$ cat src/crcs_map.svh
// offsets, bit positions, reset values and timing counts of the crc block
`ifndef CRCS_MAP_SVH
`define CRCS_MAP_SVH

// snoop target register layout
`define CRCS_TGT_WR_EN_BIT 15
`define CRCS_TGT_RD_EN_BIT 14
`define CRCS_TGT_ADDR_MSB 13
`define CRCS_ADDR_W 14

// highest address that may never be snooped; capture needs strictly above
`define CRCS_SNOOP_FLOOR 14'h0020

// generator polynomials, x^16 term implied
`define CRCS_POLY_CCITT 16'h1021
`define CRCS_POLY_CRC16 16'h8005

// reset values
`define CRCS_RST_BYTE 8'h00
`define CRCS_RST_RESULT 16'h0000
`define CRCS_RST_TARGET 16'h0000

// machine cycles from byte arrival to valid result
`define CRCS_CALC_CYCLES 2

`endif

$ cat src/crcs_pkg.sv
// types shared by the crc calculator modules
package crcs_pkg;

	// calculation sequencer, one-hot
	typedef enum logic [1:0] {
		CRCS_IDLE = 2'b01,
		CRCS_CALC = 2'b10
	} crcs_state_t;

	// polynomial choice
	typedef enum logic {
		CRCS_SEL_CCITT = 1'b0,
		CRCS_SEL_CRC16 = 1'b1
	} crcs_poly_t;

endpackage

$ cat src/crcs_calc_if.sv
// carrier between the crc sequencer and its byte engine
`timescale 1ns/1ps
`default_nettype none

interface crcs_calc_if;
	logic [15:0] crc_in; // previous result
	logic [7:0] data; // byte to fold in
	crcs_pkg::crcs_poly_t poly_sel; // polynomial choice
	logic [15:0] crc_out; // updated code

	modport seq (output crc_in, output data, output poly_sel, input crc_out);
	modport eng (input crc_in, input data, input poly_sel, output crc_out);
endinterface

`default_nettype wire

$ cat src/crcs_engine.sv
// combinational one-byte crc step for either polynomial
`timescale 1ns/1ps
`default_nettype none
`include "crcs_map.svh"

module crcs_engine (
	crcs_calc_if.eng calc
);

	// polynomial mask chosen once per byte
	logic [15:0] poly;
	// running remainder inside the bit loop
	logic [15:0] rem;
	// feedback bit of the current step
	logic fb;

	// msb-first shift, data bit 7 first; both polynomials share it
	always_comb begin
		poly = (calc.poly_sel == crcs_pkg::CRCS_SEL_CRC16) ?
			`CRCS_POLY_CRC16 : `CRCS_POLY_CCITT;
		rem = calc.crc_in;
		fb = 1'b0;
		for (int i = 7; i >= 0; i--) begin
			fb = rem[15] ^ calc.data[i];
			rem = {rem[14:0], 1'b0} ^ (fb ? poly : 16'h0000);
		end
		calc.crc_out = rem;
	end

endmodule // crcs_engine

`default_nettype wire

$ cat src/crcs_top.sv
// crc-16 / ccitt calculator with explicit byte input and bus snooping
//
// Contract
// polynomial selectable: CCITT or CRC-16
// sixteen-bit code over whole bytes
// each input byte folds into result
// software seeds result before each calculation
// byte processed within two machine cycles
// snoop only addresses above 0020h
// target register: address plus read/write enables
// enabled write to target captures byte
// enabled read of target captures byte
// word access captures low byte only
// explicit input write beats snoop capture
// registers read back, zero after reset
`timescale 1ns/1ps
`default_nettype none
`include "crcs_map.svh"

module crcs_top (
	input wire logic i_clk, // system clock, 125 MHz
	input wire logic i_nrst, // async reset, active low
	input wire logic i_poly_sel, // 0 ccitt, 1 crc-16
	input wire logic i_in_wr, // explicit byte write strobe
	input wire logic [7:0] i_in_data, // explicit byte
	input wire logic i_res_wr, // result seed write strobe
	input wire logic [15:0] i_res_data, // seed value
	input wire logic i_tgt_wr, // snoop target write strobe
	input wire logic [15:0] i_tgt_data, // target value
	input wire logic i_bus_valid, // peripheral access this cycle
	input wire logic i_bus_write, // 1 write, 0 read
	input wire logic [`CRCS_ADDR_W-1:0] i_bus_addr, // peripheral address
	input wire logic [15:0] i_bus_wdata, // data written by master
	input wire logic [15:0] i_bus_rdata, // data returned to master
	output logic [7:0] o_byte_input, // input register readback
	output logic [15:0] o_result, // result register readback
	output logic [15:0] o_target, // snoop target readback
	output logic o_busy // byte being folded in
);

	// address match, shared by read and write snoop decode
	function automatic logic snoop_hit(
		input logic [`CRCS_ADDR_W-1:0] addr,
		input logic [15:0] tgt
	);
		snoop_hit = (addr > `CRCS_SNOOP_FLOOR) &&
			(addr == tgt[`CRCS_TGT_ADDR_MSB:0]);
	endfunction

	// registered state
	logic [7:0] byte_r; // input register
	logic [7:0] byte_nxt;
	logic [15:0] result_r; // result register, sixteen bits
	logic [15:0] result_nxt;
	logic [15:0] target_r; // snoop target register
	logic [15:0] target_nxt;
	crcs_pkg::crcs_state_t st_r; // sequencer
	crcs_pkg::crcs_state_t st_nxt;
	crcs_pkg::crcs_poly_t poly_r; // polynomial latched with the byte
	crcs_pkg::crcs_poly_t poly_nxt;

	// decoded snoop events
	logic wr_hit; // enabled write to target
	logic rd_hit; // enabled read of target
	logic cap; // either capture
	logic [7:0] cap_byte; // captured low byte
	logic load; // input register takes a byte

	// link to the byte engine
	crcs_calc_if calc ();

	crcs_engine u_engine (
		.calc(calc.eng)
	);

	// engine sees the byte already held, so a byte per cycle pipelines
	assign calc.crc_in = result_r;
	assign calc.data = byte_r;
	assign calc.poly_sel = poly_r;

	// snoop decode; masters other than this block drive the bus
	always_comb begin
		wr_hit = i_bus_valid && i_bus_write &&
			target_r[`CRCS_TGT_WR_EN_BIT] &&
			snoop_hit(i_bus_addr, target_r);
		rd_hit = i_bus_valid && !i_bus_write &&
			target_r[`CRCS_TGT_RD_EN_BIT] &&
			snoop_hit(i_bus_addr, target_r);
		cap = wr_hit || rd_hit;
		// only the low lane is taken, even on a word access
		cap_byte = i_bus_write ? i_bus_wdata[7:0] : i_bus_rdata[7:0];
		// explicit write wins; a colliding capture is dropped, not queued
		load = i_in_wr || cap;
	end

	// next values of input register, target and polynomial
	always_comb begin
		byte_nxt = byte_r;
		poly_nxt = poly_r;
		target_nxt = target_r;
		if (i_in_wr) begin
			byte_nxt = i_in_data;
		end else if (cap) begin
			byte_nxt = cap_byte;
		end
		if (load) begin
			poly_nxt = crcs_pkg::crcs_poly_t'(i_poly_sel);
		end
		if (i_tgt_wr) begin
			target_nxt = i_tgt_data;
		end
	end

	// next values of the sequencer and result
	always_comb begin
		st_nxt = st_r;
		result_nxt = result_r;
		unique case (st_r)
			crcs_pkg::CRCS_IDLE: begin
				// waiting for a byte
				if (load) begin
					st_nxt = crcs_pkg::CRCS_CALC;
				end
			end
			crcs_pkg::CRCS_CALC: begin
				// fold held byte in; a new byte keeps us busy
				result_nxt = calc.crc_out;
				st_nxt = load ? crcs_pkg::CRCS_CALC : crcs_pkg::CRCS_IDLE;
			end
			default: begin
				// illegal one-hot code recovers to idle
				st_nxt = crcs_pkg::CRCS_IDLE;
			end
		endcase
		// seed write overrides a step in flight; software owns the seed
		if (i_res_wr) begin
			result_nxt = i_res_data;
		end
	end

	// register stage; data registers cleared at reset, sequencer set to idle
	always_ff @(posedge i_clk or negedge i_nrst) begin
		if (!i_nrst) begin
			byte_r <= `CRCS_RST_BYTE;
			result_r <= `CRCS_RST_RESULT;
			target_r <= `CRCS_RST_TARGET;
			st_r <= crcs_pkg::CRCS_IDLE;
			poly_r <= crcs_pkg::CRCS_SEL_CCITT;
		end else begin
			byte_r <= byte_nxt;
			result_r <= result_nxt;
			target_r <= target_nxt;
			st_r <= st_nxt;
			poly_r <= poly_nxt;
		end
	end

	// readback straight from the registers
	assign o_byte_input = byte_r;
	assign o_result = result_r;
	assign o_target = target_r;
	assign o_busy = st_r[1];
endmodule // crcs_top

`default_nettype wire

$ cat config.mk
export PLATFORM = sky130hd
export DESIGN_NAME = crcs_top
export DESIGN_NICKNAME = d
export VERILOG_FILES = /design/src/crcs_pkg.sv /design/src/crcs_calc_if.sv /design/src/crcs_engine.sv /design/src/crcs_top.sv
export VERILOG_INCLUDE_DIRS = /design/src
export SDC_FILE = /design/constraint.sdc
export NUM_CORES = 1
export LEC_CHECK = 0
export ABC_AREA = 1
export ABC_CLOCK_PERIOD_IN_PS = 4750
export BUFFER_PORTS_ARGS = -buffer_cell sky130_fd_sc_hd__buf_2
export CAP_MARGIN = 20
export CORE_MARGIN = 5
export CORE_UTILIZATION = 50
export DETAILED_ROUTE_END_ITERATION = 16
export PLACE_DENSITY_LB_ADDON = 0.05
export SYNTH_ARGS = -nofsm -noshare
export SYNTH_HDL_FRONTEND = slang
export SYNTH_SLANG_ARGS = --single-unit
$ cat constraint.sdc
create_clock -name i_clk -period 4.75 [get_ports i_clk]
set_clock_uncertainty 0.1 [all_clocks]
set_input_delay 0.95 -clock i_clk [delete_from_list [all_inputs] [get_ports i_clk]]
set_output_delay 0.95 -clock i_clk [all_outputs]
set_load 0.05 [all_outputs]
==> metrics.md <==
| Metric | Value |
|---|---|
| Synth warn | 0 |
| Initial Utilization | 51.1% |
| Dpl cells | 515 |
| Post-layout nets | 546 |
| Largest net degree at the start of global routing | 44 |
| Ant. Diodes | 0 |
| Top cells by area, synth | dfrtp_1, nand2_1, inv_1 |
| Slew @ Worst Pin | 0.929 ns |
| Top FF cell, synth | dfrtp_1 |
| CP bufs+invs | 0 |
| Pins over their slew limit | 0 |
| Post-synthesis sequential area ratio | 38.7% |
| Multi-input logic area | 0.00148 mm^2 |
| Count leader, synth | nand2_1 |
| CP required | 4.84 ns |
| Ratio of cells with drive above 1 in the final layout | 35.9% |
| Number of post-CTS setup repair buffers | 0 |
| Slowest cell on crit path | dfrtp_1 |
| CTS tree | done |
| Async S/R FF share, synth | 100% |
| Worst slew margin | 38.1% |
| Fin. Hold Viols | 0 |
| Worst path max stage delay | 0.90 ns |
| Most common cell on crit path | nand3_2 |
| Fin cells | 523 |
| Root buf cell | clkbuf_8 |
| Fmax | 304 MHz |
| Hold slack | 0.420 ns |
| CP Max Fanout | 18 |
| Arr. time, crit path | 3.37 ns |
| CTS resizes | 0 |
| Crit-path cells | nand3_2, nand2_2, nand3_2, nand2_1, nand3_2, nand2_2, nand3_4, nand3_2, nand3_2, nand3_1, nand3_2, nand2_2, nand2_4, nand3_4, nand2_4, nand2_4, nand3_2, nand2_1, nand2_1, nand2_1, nand2_1 |
| Syn Std Cell Area | 0.00278 mm^2 |
| FF+latch area | 0.00108 mm^2 |
| Finished Core Util | 64.0% |
| Filler cells | 512 |
| Die ar. | 0.00715 mm^2 |
| Mapped Cells | 336 |
| H-tree Lvls | 2 |
| Via Count | 2654 |
| Final Cycle Share | 69.2% |
| Vias in the first global route | 2519 |
| Crit path kind | reg2reg |
| RSZ-0062 raised after global routing | false |
| Vias per Instance | 5.07 |
| Cell family with most CP delay | simple AND/OR/NAND/NOR gates |
| Min-Delay Path Class | reg2reg |
| Chip Height | 84.6 um |
| Clock Path Buffers | 2 |
| Leading area contributor after synthesis | dfrtp_1 |
| Critical path endpoint category | flip-flop |
| Die width | 84.6 um |
| Post-synth net total | 432 |
| Max VDD drop | 0.000194 V |
| Worst Setup Start Kind | flip-flop |
| Routed Wire Length | 7240 um |
| Power Dens Cells | 415 mW/mm^2 |
| Number of flops mapped to enable cells by yosys | 0 |
| Initial antenna violation count | 0 |
| Final setup viols | 0 |
| Grt ovf | 0 |
| Worst-Skew Late Latency | 0.29 ns |
| CTS Buf Count | 5 |
| TritonRoute pass-1 iters | 4 |
| Leakage power | 0.00184 uW |
| Worst-path clk slew | 0.08 ns |
| Row count | 27 |
| Wire length per cell | 13.8 um |
| Post-synthesis register bit count | 43 |
| Area fraction of the dominant cell type after synthesis | 37.8% |
| Post-Syn Area per Cell | 8.27 um^2 |
| Total Neg Setup Slack | 0 ns |
| Post-synth cell types | 38 |
| P&R area growth vs syn | 25.2% |
| First-pass GRT wire length | 12100 um |
| Drt drc | 0 |
| Initial drt markers | 176 |
| Io pins | 135 |
| Post-route minimum period | 3.29 ns |
| Status | complete, no violations |
| GP Congestion | 0.860 |
| Overall Global Routing Usage | 20.7% |
| Antenna viol nets, final | 0 |
| CTS Hold Bufs | 0 |
| Synth cell count leaders | nand2_1, dfrtp_1, inv_1 |
| IO buf count | 118 |
| Max_cap viols | 0 |
| Core ar. | 0.00544 mm^2 |
| DP HPWL | 5890 um |
| Clk sink count | 43 |
-- cells in the final DEF, fill, tap and decap left out, types with 2 or more instances in the layout --
master	instances
ha_1	2
nor2_1	10
nand3_4	4
mux2_2	5
nor4_1	4
nand3_1	11
a22oi_1	8
clkbuf_8	5
a21oi_1	7
o221ai_1	2
o211ai_1	6
mux2i_1	8
nand4_1	7
dfrtp_1	42
nand2_2	9
xnor2_1	5
xor2_1	15
inv_1	39
buf_2	118
nand2_1	82
nand2_4	4
o21ai_1	3
nand3_2	10
o21ai_0	27
o22ai_1	4
-- report_power, final --
| group | switching [uW] | total, uW | leakage (uW) | internal [uW] |
|---|---|---|---|---|
| registers | 59.6 | 488 | 0.000512 | 428 |
| logic | 509 | 731 | 0.00128 | 221 |
| clock network | 124 | 227 | 0.0000412 | 103 |
-- worst reg2reg max path: cells and delay by family (launching register included) --
family	cells	cell delay [ns]
flip-flops	1	0.90
AND/OR/NAND/NOR	21	2.20
-- state kept, by name, indices dropped and copies added (netlist names) --
register / cells
o_result: 16
o_target: 16
o_byte_input: 8
st_r: 2
calc.poly_sel: 1
-- cell families (layout without fill, tap and decap cells) --
group	after synthesis	after routing	share of synthesized area, %
and+or+nand+nor	144	144	27.3
AOI/OAI and AO/OA	61	61	13.2
muxes	13	13	4.91
xor gates and xnor gates	21	21	6.89
DFF	43	43	38.7
buffers and inverters	52	167	8.06
adders and majority gates	2	2	0.900
-- per-layer routing --
metal  share of wire (%)  up-vias  global-route usage [%]
met2                  46       95                    31.7
met3                 8.0        9                    5.79
met5                   0        -                       0
met4                 1.2        0                    5.04
met1                  45     1199                    29.1
li1                    -     1351                       -
-- through the flow --
step                instance area [um^2]  worst slack, ns  total power [uW]
floorplan                           2780             2.08              1040
global placement                    3390             1.53              1210
detailed placement                  3390             1.46              1230
CTS                                 3480             1.44              1460
global route                        3480             1.12              1550
finish                              3480             1.46              1450
-- final cells by class --
type | instances | area share [%]
multi-input combinational | 241 | 42.5
sequential | 43 | 31.0
timing repair buffer | 119 | 17.2
inverter | 40 | 4.31
tap | 72 | 2.59
clock buffer | 6 | 2.09
clock inverter | 2 | 0.360
-- final timing paths --
kind                          startpoint      endpoint  slack [ns]  cells after the start
setup / recovery           calc.poly_sel  o_result[15]        1.46                     21
setup reg to reg           calc.poly_sel  o_result[15]        1.46                     21
min in group asynchronous         i_nrst   o_target[6]        0.69                      1
hold / removal                   st_r[0]       st_r[0]        0.42                      2
hold reg to reg                  st_r[0]       st_r[0]        0.42                      2
max in group asynchronous         i_nrst  o_result[13]        3.28                      1
Note: power is estimated with default switching activity, not from simulation.
